**config.mk**
```make
export PLATFORM = sky130hd
export DESIGN_NAME = sfr_ram_dma
export DESIGN_NICKNAME = d
export VERILOG_FILES = /design/src/common/dma_pkg.sv /design/src/core/sfr_ram_dma.sv
export SDC_FILE = /design/constraint.sdc
export NUM_CORES = 1
export LEC_CHECK = 0
export BUFFER_PORTS_ARGS = -buffer_cell sky130_fd_sc_hd__clkbuf_2
export CAP_MARGIN = 25
export CELL_PAD_IN_SITES_DETAIL_PLACEMENT = 1
export CELL_PAD_IN_SITES_GLOBAL_PLACEMENT = 2
export CORE_ASPECT_RATIO = 1.5
export CORE_MARGIN = 5
export CORE_UTILIZATION = 34
export DETAILED_ROUTE_END_ITERATION = 12
export GPL_TIMING_DRIVEN = 0
export PLACE_DENSITY = 0.87
export SETUP_SLACK_MARGIN = 0.15
export SLEW_MARGIN = 0
export SYNTH_ARGS = -nofsm -noshare
export SYNTH_HDL_FRONTEND = slang
export SYNTH_SLANG_ARGS = --single-unit
```
**constraint.sdc**
```tcl
create_clock -name ref_clk_in -period 3.2 [get_ports ref_clk_in]
set_clock_uncertainty 0.15 [all_clocks]
set_input_delay 0.64 -clock ref_clk_in [delete_from_list [all_inputs] [get_ports ref_clk_in]]
set_output_delay 0.64 -clock ref_clk_in [all_outputs]
set_load 0.05 [all_outputs]
```
**src/common/dma_pkg.sv**
```systemverilog
// Purpose: Shared constants and types for the two-channel SFR/RAM transfer engine.
// Assumes: Register indices are word indices; the APB byte address is four times the index.
// Notes: The register indices and address bases of the engine live here.
package dma_pkg;
  localparam int ADDR_W = 22;
  localparam int CH_N = 2;
  localparam int COUNT_W = 10;
  localparam int IDX_W = 20;
  // Register indices.
  localparam logic [19:0] IDX_SFR0 = 20'hFFFB0;
  localparam logic [19:0] IDX_SFR1 = 20'hFFFB1;
  localparam logic [19:0] IDX_RAM0 = 20'hFFFB2;
  localparam logic [19:0] IDX_RAM1 = 20'hFFFB4;
  localparam logic [19:0] IDX_CNT0 = 20'hFFFB6;
  localparam logic [19:0] IDX_CNT1 = 20'hFFFB8;
  localparam logic [19:0] IDX_MODE0 = 20'hFFFBA;
  localparam logic [19:0] IDX_MODE1 = 20'hFFFBB;
  localparam logic [19:0] IDX_OP0 = 20'hFFFBC;
  localparam logic [19:0] IDX_OP1 = 20'hFFFBD;
  // Mode register fields.
  localparam int MODE_TRIG = 7;
  localparam int MODE_DIR = 6;
  localparam int MODE_SIZE = 5;
  localparam int MODE_HOLD = 4;
  // Operation register fields.
  localparam int OP_EN = 7;
  localparam int OP_PEND = 0;
  // Reset values.
  localparam logic [7:0] SFR_RST = 8'h00;
  localparam logic [15:0] RAM_RST = 16'h0000;
  localparam logic [9:0] CNT_RST = 10'h000;
  localparam logic [3:0] SRC_RST = 4'h0;
  // Fixed upper address bits.
  localparam logic [11:0] SFR_BASE = 12'hFFF;
  localparam logic [3:0] RAM_BASE = 4'hF;
  // Valid peripheral source codes, last count value and RAM address steps.
  localparam logic [3:0] SRC_MIN = 4'h2;
  localparam logic [3:0] SRC_MAX = 4'hC;
  localparam logic [9:0] CNT_LAST = 10'h001;
  localparam logic [15:0] STEP_BYTE = 16'h0001;
  localparam logic [15:0] STEP_WORD = 16'h0002;
  typedef enum logic [1:0] {
    ST_IDLE = 2'b00,
    ST_READ = 2'b01,
    ST_WRITE = 2'b11
  } xfer_state_e;
endpackage : dma_pkg

```
**src/core/sfr_ram_dma.sv**
```systemverilog
// Purpose: Two-channel engine moving items between a fixed SFR and incrementing RAM.
// Assumes: APB4 slave with one wait state; memory answers reads in the same cycle.
// Notes: The CPU is stalled while an item moves.
//   Writes that would disturb a pending run are dropped without a bus error,
//   so software clears the pending flag before it reprograms a channel.
`timescale 1ns/1ns
module sfr_ram_dma (
  input wire logic ref_clk_in, // 10 MHz clock.
  input wire logic rst_in, // Synchronous reset, active high.
  input wire logic psel_in, // APB select.
  input wire logic penable_in, // APB enable.
  input wire logic pwrite_in, // APB direction, high for write.
  input wire logic [dma_pkg::ADDR_W-1:0] paddr_in, // APB byte address.
  input wire logic [31:0] pwdata_in, // APB write data.
  input wire logic [3:0] pstrb_in, // APB byte strobes.
  output logic [31:0] prdata_out, // APB read data.
  output logic pready_out, // APB ready.
  output logic pslverr_out, // APB error on unmapped address.
  input wire logic [15:0] trig_vec_in, // Peripheral interrupt pulses by code.
  output logic [19:0] mem_addr_out, // Memory address.
  output logic mem_read_out, // Memory read cycle.
  output logic mem_write_out, // Memory write cycle.
  output logic mem_wide_out, // High for a 16-bit item.
  output logic [15:0] mem_wdata_out, // Memory write data.
  input wire logic [15:0] mem_rdata_in, // Memory read data.
  output logic cpu_stall_out, // Holds the CPU while an item moves.
  output logic [1:0] done_irq_out // Per-channel completion pulse.
);
  ////////////////////////////////////////////////////////////////////////////
  // Bus decode: the access acknowledge and the word index of the request.
  logic ack;
  logic hit;
  logic wr;
  logic [dma_pkg::IDX_W-1:0] idx;
  logic [31:0] next_rdata;
  // Per-channel programming state, one entry per channel.
  logic [7:0] sfr_address_reg [dma_pkg::CH_N];
  logic [15:0] ram_address_reg [dma_pkg::CH_N];
  logic [9:0] transfer_count_reg [dma_pkg::CH_N];
  logic [dma_pkg::CH_N-1:0] direction_select;
  logic [dma_pkg::CH_N-1:0] item_size_select;
  logic [dma_pkg::CH_N-1:0] hold_select;
  logic [3:0] trigger_source_select [dma_pkg::CH_N];
  logic [dma_pkg::CH_N-1:0] channel_enable_flag;
  logic [dma_pkg::CH_N-1:0] transfer_pending_flag;
  // Request bookkeeping; ready means the channel could be granted now.
  logic [dma_pkg::CH_N-1:0] req;
  logic [dma_pkg::CH_N-1:0] ready;
  logic [dma_pkg::CH_N-1:0] software_trigger;
  // Sequencer state shared by both channels; one item is in flight at most.
  logic cur;
  logic winner; // Channel that a grant in this cycle serves.
  logic [15:0] item_data;
  dma_pkg::xfer_state_e state;
  logic item_end;
  logic grant;

  // Registers are word-indexed, so the two byte-select bits are dropped.
  assign idx = paddr_in[dma_pkg::ADDR_W-1:2];
  // A write lands only at the edge where ready is high.
  assign wr = psel_in & penable_in & ack & pwrite_in;
  assign pready_out = ack;
  // The write cycle closes an item; counters step at its closing edge.
  assign item_end = (state == dma_pkg::ST_WRITE);
  // Grants are given only while no item is in flight, so items stay atomic.
  assign grant = (state == dma_pkg::ST_IDLE) & (|ready);
  // Channel 0 wins whenever both channels are ready in the same cycle.
  assign winner = ready[0] ? 1'b0 : 1'b1;

  ////////////////////////////////////////////////////////////////////////////
  // One wait state lets read data come from a flip-flop.
  // The acknowledge drops after one cycle, so a master that holds its
  // request longer sees ready again every second cycle.
  always_ff @(posedge ref_clk_in) begin
    if (rst_in) begin
      ack <= 1'b0;
    end else begin
      ack <= psel_in & penable_in & ~ack;
    end
  end

  // Read data is captured in the first access cycle and stands with ready.
  always_ff @(posedge ref_clk_in) begin
    if (rst_in) begin
      prdata_out <= 32'h00000000;
    end else if (psel_in & penable_in & ~ack) begin
      prdata_out <= next_rdata;
    end
  end

  // The error flag is a pulse that stands only with ready.
  always_ff @(posedge ref_clk_in) begin
    if (rst_in) begin
      pslverr_out <= 1'b0;
    end else if (psel_in & penable_in & ~ack) begin
      pslverr_out <= ~hit;
    end else begin
      pslverr_out <= 1'b0;
    end
  end

  // Read multiplexer; the trigger bit always reads zero.
  // Unused upper bits read as zero, so software sees a clean count and a
  // clean SFR byte; an unknown index answers with an error.
  always_comb begin
    hit = 1'b1;
    next_rdata = 32'h00000000;
    case (idx)
      // Address registers.
      dma_pkg::IDX_SFR0: next_rdata[7:0] = sfr_address_reg[0];
      dma_pkg::IDX_SFR1: next_rdata[7:0] = sfr_address_reg[1];
      dma_pkg::IDX_RAM0: next_rdata[15:0] = ram_address_reg[0];
      dma_pkg::IDX_RAM1: next_rdata[15:0] = ram_address_reg[1];
      // Count registers; bits above the count read as zero.
      dma_pkg::IDX_CNT0: next_rdata[9:0] = transfer_count_reg[0];
      dma_pkg::IDX_CNT1: next_rdata[9:0] = transfer_count_reg[1];
      // Mode registers.
      dma_pkg::IDX_MODE0: next_rdata[7:0] = {1'b0, direction_select[0], item_size_select[0],
                                             hold_select[0], trigger_source_select[0]};
      dma_pkg::IDX_MODE1: next_rdata[7:0] = {1'b0, direction_select[1], item_size_select[1],
                                             hold_select[1], trigger_source_select[1]};
      // Operation registers.
      dma_pkg::IDX_OP0: next_rdata[7:0] = {channel_enable_flag[0], 6'h00,
                                           transfer_pending_flag[0]};
      dma_pkg::IDX_OP1: next_rdata[7:0] = {channel_enable_flag[1], 6'h00,
                                           transfer_pending_flag[1]};
      default: hit = 1'b0;
    endcase
  end

  ////////////////////////////////////////////////////////////////////////////
  // Per-channel registers; channel 1 indices are selected by the loop variable.
  // Each channel owns its registers outright; only the sequencer is shared.
  for (genvar ch = 0; ch < dma_pkg::CH_N; ch++) begin : g_ch
    localparam logic [19:0] I_SFR = (ch == 0) ? dma_pkg::IDX_SFR0 : dma_pkg::IDX_SFR1;
    localparam logic [19:0] I_RAM = (ch == 0) ? dma_pkg::IDX_RAM0 : dma_pkg::IDX_RAM1;
    localparam logic [19:0] I_CNT = (ch == 0) ? dma_pkg::IDX_CNT0 : dma_pkg::IDX_CNT1;
    localparam logic [19:0] I_MODE = (ch == 0) ? dma_pkg::IDX_MODE0 : dma_pkg::IDX_MODE1;
    localparam logic [19:0] I_OP = (ch == 0) ? dma_pkg::IDX_OP0 : dma_pkg::IDX_OP1;
    localparam logic CH_BIT = 1'(ch); // Channel number as a one-bit select.
    logic mine;
    logic last;
    logic periph;
    logic trig;
    logic served;
    logic [3:0] src;

    // This channel's item is in its write cycle.
    assign mine = item_end & (cur == CH_BIT);
    // The item that brings the count from one to zero ends the run.
    assign last = mine & (transfer_count_reg[ch] == dma_pkg::CNT_LAST);
    // The grant in this cycle consumes this channel's latched request.
    assign served = grant & (winner == CH_BIT);
    // Codes outside the defined source range never raise a peripheral trigger, so a
    // prohibited setting stays harmless.
    assign src = trigger_source_select[ch];
    assign periph = (src >= dma_pkg::SRC_MIN) & (src <= dma_pkg::SRC_MAX)
                    & trig_vec_in[src];
    // The software trigger is a strobe; it is never stored, so it reads zero.
    assign software_trigger[ch] = wr & (idx == I_MODE) & pstrb_in[0]
                                  & pwdata_in[dma_pkg::MODE_TRIG];
    assign trig = channel_enable_flag[ch] & transfer_pending_flag[ch]
                  & (software_trigger[ch] | periph);
    // Hold keeps a latched request waiting without losing it.
    assign ready[ch] = req[ch] & ~hold_select[ch] & channel_enable_flag[ch]
                       & transfer_pending_flag[ch];

    // SFR address is byte-wide and untouched by transfers.
    // Only lane 0 reaches it; a write on the upper lane leaves it unchanged.
    always_ff @(posedge ref_clk_in) begin
      if (rst_in) begin
        sfr_address_reg[ch] <= dma_pkg::SFR_RST;
      end else if (wr & (idx == I_SFR) & pstrb_in[0] & ~transfer_pending_flag[ch]) begin
        sfr_address_reg[ch] <= pwdata_in[7:0];
      end
    end

    // RAM address steps after each item and keeps its value on abort.
    // The step outranks a bus write, which a pending run refuses anyway.
    always_ff @(posedge ref_clk_in) begin
      if (rst_in) begin
        ram_address_reg[ch] <= dma_pkg::RAM_RST;
      end else if (mine) begin
        ram_address_reg[ch] <= ram_address_reg[ch] + (item_size_select[ch] ?
                               dma_pkg::STEP_WORD : dma_pkg::STEP_BYTE);
      end else if (wr & (idx == I_RAM) & ~transfer_pending_flag[ch]) begin
        if (pstrb_in[0]) begin
          ram_address_reg[ch][7:0] <= pwdata_in[7:0];
        end
        if (pstrb_in[1]) begin
          ram_address_reg[ch][15:8] <= pwdata_in[15:8];
        end
      end
    end

    // Count wraps from zero to 3FF, so a written zero yields 1024 items.
    // An abort stops further grants, so the count freezes where it stands.
    always_ff @(posedge ref_clk_in) begin
      if (rst_in) begin
        transfer_count_reg[ch] <= dma_pkg::CNT_RST;
      end else if (mine) begin
        transfer_count_reg[ch] <= transfer_count_reg[ch] - dma_pkg::CNT_LAST;
      end else if (wr & (idx == I_CNT) & ~transfer_pending_flag[ch]) begin
        if (pstrb_in[0]) begin
          transfer_count_reg[ch][7:0] <= pwdata_in[7:0];
        end
        if (pstrb_in[1]) begin
          transfer_count_reg[ch][9:8] <= pwdata_in[9:8]; // Upper bits are dropped.
        end
      end
    end

    // Mode fields may only change while no run is pending.
    // The hold bit stays writable so that software can release a held request.
    always_ff @(posedge ref_clk_in) begin
      if (rst_in) begin
        direction_select[ch] <= 1'b0;
        item_size_select[ch] <= 1'b0;
        hold_select[ch] <= 1'b0;
        trigger_source_select[ch] <= dma_pkg::SRC_RST;
      end else if (wr & (idx == I_MODE) & pstrb_in[0] & ~transfer_pending_flag[ch]) begin
        direction_select[ch] <= pwdata_in[dma_pkg::MODE_DIR];
        item_size_select[ch] <= pwdata_in[dma_pkg::MODE_SIZE];
        hold_select[ch] <= pwdata_in[dma_pkg::MODE_HOLD];
        trigger_source_select[ch] <= pwdata_in[3:0];
      end else if (wr & (idx == I_MODE) & pstrb_in[0]) begin
        hold_select[ch] <= pwdata_in[dma_pkg::MODE_HOLD]; // Releasing a hold is always allowed.
      end
    end

    // A software write of one beats the hardware clear in the same cycle.
    // Enable only changes while no run is pending, so only clearing pending cuts a run off.
    always_ff @(posedge ref_clk_in) begin
      if (rst_in) begin
        channel_enable_flag[ch] <= 1'b0;
        transfer_pending_flag[ch] <= 1'b0;
      end else if (wr & (idx == I_OP) & pstrb_in[0]) begin
        transfer_pending_flag[ch] <= pwdata_in[dma_pkg::OP_PEND];
        if (~transfer_pending_flag[ch]) begin
          channel_enable_flag[ch] <= pwdata_in[dma_pkg::OP_EN];
        end
      end else if (last) begin
        transfer_pending_flag[ch] <= 1'b0;
      end
    end

    // Trigger latch; a new trigger wins over the clear on grant.
    // A trigger that arrives while a request is latched merges with it, so
    // pulses faster than the item rate lose items.
    always_ff @(posedge ref_clk_in) begin
      if (rst_in) begin
        req[ch] <= 1'b0;
      end else if (trig) begin
        req[ch] <= 1'b1;
      end else if (~transfer_pending_flag[ch] | served) begin
        req[ch] <= 1'b0;
      end
    end

    // Completion pulse only for a run that ended by count, not by abort.
    // It is registered, so it follows the last write cycle by one edge.
    always_ff @(posedge ref_clk_in) begin
      if (rst_in) begin
        done_irq_out[ch] <= 1'b0;
      end else begin
        done_irq_out[ch] <= last & transfer_pending_flag[ch]
                            & ~(wr & (idx == I_OP) & pstrb_in[0]);
      end
    end
  end

  ////////////////////////////////////////////////////////////////////////////
  // Item sequencer: idle, read cycle, write cycle.
  // Both channels share it, which is why their items never overlap in memory.
  always_ff @(posedge ref_clk_in) begin
    if (rst_in) begin
      state <= dma_pkg::ST_IDLE;
    end else begin
      case (state)
        // Wait for a ready channel.
        dma_pkg::ST_IDLE: begin
          if (grant) begin
            state <= dma_pkg::ST_READ;
          end
        end
        // One read cycle, then one write cycle.
        dma_pkg::ST_READ: begin
          state <= dma_pkg::ST_WRITE;
        end
        // The write cycle returns to idle, so each grant costs one idle cycle.
        dma_pkg::ST_WRITE: begin
          state <= dma_pkg::ST_IDLE;
        end
        // An unused code falls back to idle rather than blocking every later grant.
        default: begin
          state <= dma_pkg::ST_IDLE;
        end
      endcase
    end
  end

  // The served channel is remembered for the whole item.
  always_ff @(posedge ref_clk_in) begin
    if (rst_in) begin
      cur <= 1'b0;
    end else if (grant) begin
      cur <= winner;
    end
  end

  // The source answers combinationally, so its data is taken at the read edge.
  always_ff @(posedge ref_clk_in) begin
    if (rst_in) begin
      item_data <= 16'h0000;
    end else if (state == dma_pkg::ST_READ) begin
      item_data <= mem_rdata_in;
    end
  end

  // Address forming; wide items force even addresses on both sides.
  // The upper bits are constants, so no address outside the two spaces forms.
  logic [19:0] sfr_full;
  logic [19:0] ram_full;
  logic wide;
  assign wide = item_size_select[cur];
  assign sfr_full = {dma_pkg::SFR_BASE, sfr_address_reg[cur][7:1],
                     sfr_address_reg[cur][0] & ~wide};
  assign ram_full = {dma_pkg::RAM_BASE, ram_address_reg[cur][15:1],
                     ram_address_reg[cur][0] & ~wide};

  // Only SFR and RAM addresses leave the block during an item.
  // Outputs rest at zero between items, so a stale address never looks live.
  always_comb begin
    mem_read_out = (state == dma_pkg::ST_READ);
    mem_write_out = (state == dma_pkg::ST_WRITE);
    mem_wide_out = wide & (mem_read_out | mem_write_out);
    mem_wdata_out = mem_write_out ? item_data : 16'h0000;
    cpu_stall_out = mem_read_out | mem_write_out;
    if (mem_read_out) begin
      mem_addr_out = direction_select[cur] ? ram_full : sfr_full;
    end else if (mem_write_out) begin
      mem_addr_out = direction_select[cur] ? sfr_full : ram_full;
    end else begin
      mem_addr_out = 20'h00000;
    end
  end
endmodule : sfr_ram_dma

```
== Word level (Yosys, flattened, before mapping) ==
Memories as Yosys holds them, arrays and structs flattened. A register that Yosys moved wholly into a read port is not among the register bits.
Index checks and enable logic that the tools add are counted.
Storage, ports and cells
  register bits after elaboration: 51
  latch bits: 0
  RAM bits: 76
  bits in read-only memories: 0
  bits of input ports: 95
  output and inout port bits: 76
  logic and storage cells: 260
  memories kept: 4
Memories
  ram_address_reg: depth 2, bits a word 16, read ports 3, clocked after Yosys merged registers in 1, wr ports 2, RTL line sfr_ram_dma.sv:38  | logic [15:0] ram_address_reg [dma_pkg::CH_N];
  transfer_count_reg: depth 2, bits a word 10, read ports 2, clocked after Yosys merged registers in 0, wr ports 2, RTL line sfr_ram_dma.sv:39  | logic [9:0] transfer_count_reg [dma_pkg::CH_N];
  sfr_address_reg: depth 2, bits a word 8, read ports 3, clocked after Yosys merged registers in 1, wr ports 2, RTL line sfr_ram_dma.sv:37  | logic [7:0] sfr_address_reg [dma_pkg::CH_N];
  trigger_source_select: depth 2, bits a word 4, read ports 2, clocked after Yosys merged registers in 0, wr ports 2, RTL line sfr_ram_dma.sv:43  | logic [3:0] trigger_source_select [dma_pkg::CH_N];
Cells by class
  $add $sub $neg: 4
  multipliers: 0
  div/mod/pow operators: 0
  magnitude comparators: 7
  equal/unequal tests: 15
  shift operators: 0
  muxes and demuxes: 108
  bitwise gates (word level): 90
  reductions and logical operators: 12
Operator list (count)
  $eq A20 B20 Y1 const B: 10
  $mux W16: 5
  $pmux W8 S10: 1
  $mux W1: 78
  $mux W8: 8
  $and A1 B1 Y1: 58
  $mux W20: 2
  $add A16 B2 Y16: 2
  $or A1 B1 Y1: 21
  $eq A10 B1 Y1 const B: 2
  $mux W10: 2
  $sub A10 B1 Y10 const B: 2
  $pmux W6 S2: 1
  $reduce_bool A2 Y1: 6
  $not A1 Y1: 11
  $lt A4 B5 Y1 const B: 2
  $mux W2: 5
  $reduce_or A10 Y1: 1
  $bmux W1 S4: 2
  $ge A4 B2 Y1 const B: 2
  $le A4 B4 Y1 const B: 2
  $mux W4: 2
  $pmux W2 S4: 1
  $pmux W2 S2: 1
  other kinds (7): 9

== Longest topological paths before layout ==
  word-level depth: 10
  depth in mapped cells: 8
  gate-level depth less buffers: 8

== Worst setup path before layout ==
Ideal clock, no wire load.
  path type: reg2out
  start point: register (tool-made name)
  end point: output mem_addr_out[10]
  arrival time: 2.289 ns
  data required time: 2.410 ns
  slack: 0.121 ns
  cell stages (with the launch flop): 5
  path through: dfxtp_1 clkbuf_1 clkbuf_1 mux2i_1 a21boi_0
RTL lines
  end: declaration: RTL line sfr_ram_dma.sv:20  | output logic [19:0] mem_addr_out,

== Final worst setup path ==
  start point: register cur
  end point: output mem_addr_out[0]
On the way
  longest elaborated chain between the ends: 7
  elaborated cells on any way between the ends: 11
RTL lines
  start: declaration: RTL line sfr_ram_dma.sv:51  | logic cur;
  start signal: assignment: RTL line sfr_ram_dma.sv:307  | cur <= winner;
  $mux W1 (not written as such) (2 in a row): RTL line sfr_ram_dma.sv:325  | assign wide = item_size_select[cur];
  $not A1 Y1: RTL line sfr_ram_dma.sv:327, sfr_ram_dma.sv:329
  $and A1 B1 Y1 (on tied branches): RTL line sfr_ram_dma.sv:329, sfr_ram_dma.sv:327
  $mux W16: RTL line sfr_ram_dma.sv:342  | mem_addr_out = direction_select[cur] ? sfr_full : ram_full;
  $mux W20: RTL line sfr_ram_dma.sv:341  | end else if (mem_write_out) begin
  $mux W20 (*): RTL line sfr_ram_dma.sv:339  | if (mem_read_out) begin
Mark *: on every way between the ends. The rest lies on a longest branch, timed or not. The select of a mux whose other input is x is not followed.

==> impl_metrics.yaml <==
yosys:
  yosysUniqueCellTypes: 76
  ys_seq_elements: 128
  synth_area_um2: 7870
  yosysSeqAreaShare: 0.422
  async_reset_ff_frac: 0
  yosysWarnings: 0
  syn_inst: 802
  synth_edf_count: 76
  synth_area_per_cell_um2: 9.81
  synth_ff_type: "edfxtp_1"
worst_setup_path:
  slowest_delay_ps: 560
  critPathBufInv: 3
  end_kind: "output port"
  cp_top_family: "multiplexers"
  crit_path_cell_trace: "buf_6 -> mux2i_4 -> xor2_4 -> buf_12 -> mux4_2 -> and3_4 -> clkbuf_16"
  arrival_ps: 2440
  start_kind: "flip-flop"
  worst-path-max-fanout: 6
  cp.required_ps: 2410
  slowest_stage: "mux4_2"
  path_class: "flip-flop to output port"
final_layout:
  final_nets: 1079
  insertedDiodeCount: 0
  fin_util: 0.430
  largest_register_ffs: 32
  layout-drive-gt1-share: 0.255
  nFillCells: 2642
  areaGrowthSynthToFinish_pct: 25.1
timing:
  whs_ps: 272
  rsz0062_at_grt: "true"
  fin_crit_ps: 3230
  hold_viol_final: 0
  tightest_slew_ps: 1140
  finalCritPeriodShare: 1.01
  max_clock_freq_ghz: 0.310
  setup_violations: 1
  setup_ws_ps: -25.5
  slew_headroom: 0.223
  finalMaxSlewViolations: 0
cts:
  htreeDepth: 4
  clk_path_buf_depth: 2
  root_buffer: "clkbuf_16"
  clk_latency_ps: 440
  cts_tree: "done"
  cts_buffers: 17
  clk_pin_slew_ps: 60
  clkSinkCount: 128
route:
  first_iter_violations: 449
  wl_met2_mm: 16.2
  highest_layer: "met4"
  routed_wl_mm: 30.7
  drc_errors: 0
  drtAntennaViolNets: 0
  vias_per_cell: 5.76
  drt_pre_antenna_iters: 5
  avgRoutedWirePerCell_um: 24.2
  vias: 7292
  dr_wl_met3_mm: 1.51
  met1_length_mm: 10.9
power:
  irDropWorstVdd_v: 0.000342
  p_leak_nw: 3.85
  power_density_nw_per_um2: 432
floorplan:
  num_rows: 68
  start_util: 0.344
  fp.coreArea_um2: 22900
  die_h_um: 196
  die_w_um: 134
  die-area_um2: 26300
  ios: 171
worst_hold_path:
  hold_class: "primary input to flip-flop"
global_route:
  grt.total_usage: 0.231
  grt_max_degree: 17
  overflow: 0
  grt_pass1_vias: 7654
  antenna_found_initial: 0
  grt_pass1_wl_mm: 45.5
placement:
  place_hpwl_mm: 23.9
  placement.io_buffers: 127
  gp_congestion: 0.961
run:
  drv_cap: 0
status:
  violations: "setup timing"
  status: "finished, violations left"
-- final cells by class --
| type | instances | area, um2 | area share |
|---|---|---|---|
| Tap cell | 280 | 350 | 0.0356 |
| Sequential cell | 128 | 3330 | 0.338 |
| Clock buffer | 26 | 574 | 0.0584 |
| Clock inverter | 6 | 60.1 | 0.00610 |
| Inverter | 17 | 65.1 | 0.00661 |
| Multi-Input combinational cell | 605 | 4250 | 0.432 |
| Timing Repair Buffer | 138 | 857 | 0.0871 |
| Buffer | 67 | 354 | 0.0360 |
-- cell families (layout without fill, tap and decap cells) --
| family | after synthesis | in the layout | share of synthesized area |
|---|---|---|---|
| simple gates | 333 | 333 | 0.236 |
| compound gates | 159 | 159 | 0.147 |
| flops | 128 | 128 | 0.422 |
| buf+inv | 84 | 254 | 0.0514 |
| xor+xnor | 46 | 46 | 0.0531 |
| mux | 41 | 41 | 0.0717 |
| fa+ha+maj | 10 | 10 | 0.0178 |
| other cells | 1 | 16 | 0.000477 |
-- stage by stage --
stage | setup TNS (ps) | cell area (um2) | cells | power, W | setup WS (ps)
global placement | -4080 | 8910 | 1224 | 0.00221 | -331
floorplan | 0 | 7920 | 817 | 0.00205 | 360
CTS | -22.9 | 9810 | 1266 | 0.00427 | -22.9
detailed placement | -2510 | 8950 | 1230 | 0.00221 | -172
global route | -146 | 9840 | 1267 | 0.00436 | -76.7
finish | -25.5 | 9840 | 1267 | 0.00425 | -25.5
-- cells in the final DEF (no fill, tap or decap), types with 5 or more instances in the layout --
cell,n
and2_1,24
nor4_1,10
nor2b_1,5
o21ai_0,16
edfxtp_1,76
clkbuf_1,30
and2_4,6
conb_1,16
buf_4,25
buf_2,15
nor2_1,44
mux4_2,11
a221oi_1,12
a21oi_1,25
a2111oi_0,6
nand4_1,13
nor3_1,25
nand2_1,89
xnor2_1,29
clkbuf_2,124
dfxtp_1,50
nand2b_1,8
a22o_1,36
or4_1,6
a22oi_1,11
clkbuf_16,27
xor2_1,15
o21ai_1,9
a31oi_1,7
a21boi_1,8
mux2i_1,26
and3_1,37
inv_1,14
ha_1,8
nand3_1,20
-- worst min-delay path, stage by stage --
cell	delay, ps
clkbuf_2	80
nand2_1	40
a21oi_1	50
-- Yosys cell counts (all sizes together), types with 2 or more instances --
master   number  share of area
a2111oi       7         0.0078
a21boi       11          0.010
a21o          4         0.0038
a21oi        25          0.016
a221oi       13          0.015
a22o         36          0.040
a22oi        11          0.010
a31oi         7         0.0056
and2         33          0.026
and3         38          0.030
and4b         2         0.0025
buf          33          0.027
clkbuf       34          0.016
clkinv        2        0.00095
dfxtp        52           0.13
edfxtp       76           0.29
fa            2         0.0051
ha            8          0.013
inv          15         0.0072
mux2          3         0.0043
mux2i        27          0.036
mux4         11          0.031
nand2        89          0.042
nand2b        9         0.0072
nand3        20          0.013
nand3b        4         0.0038
nand4        15          0.014
nand4b        3         0.0052
nor2         47          0.025
nor2b         5         0.0040
nor3         25          0.016
nor3b         4         0.0038
nor4         17          0.022
nor4b         4         0.0045
o21ai        25          0.016
o2bb2ai       4         0.0045
o31ai         3         0.0029
o32ai         2         0.0022
or2           3         0.0024
or3           3         0.0024
or4           8         0.0086
xnor2        30          0.034
xor2         16          0.019
-- final timing paths --
path	start	endpoint	slack, ps	cells after the start
worst max-delay path	cur	mem_addr_out[0]	-30	7
worst min-delay path	mem_rdata_in[9]	item_data[9]	270	3
worst max register to register	state[1]	ram_address_reg[1][11]	370	7
worst min register to register	item_data[3]	item_data[3]	300	2
-- repair_timing --
action | CTS | global route
pin swaps | 1 | 1
buffers inserted | 4 | 1
hold buffers | 0 | 0
resized for setup | 37 | 14
setup endpoints to repair | 17 | 35
gates cloned | 0 | 0
-- routing by layer --
layer  GRT usage  vias to the layer above
li1            -                     3316
met1       0.241                     3581
met2       0.422                      311
met3      0.0398                       84
met4       0.149                        0
met5           0                        -
-- where the power goes --
part	leakage (nW)	switching (W)	internal [W]
sequential	1.21	0.0000510	0.00178
combinational	2.33	0.000240	0.000114
clock	0.307	0.000751	0.00131
total	3.85	0.00104	0.00321
No activity file was read; power rests on OpenSTA's default activity.
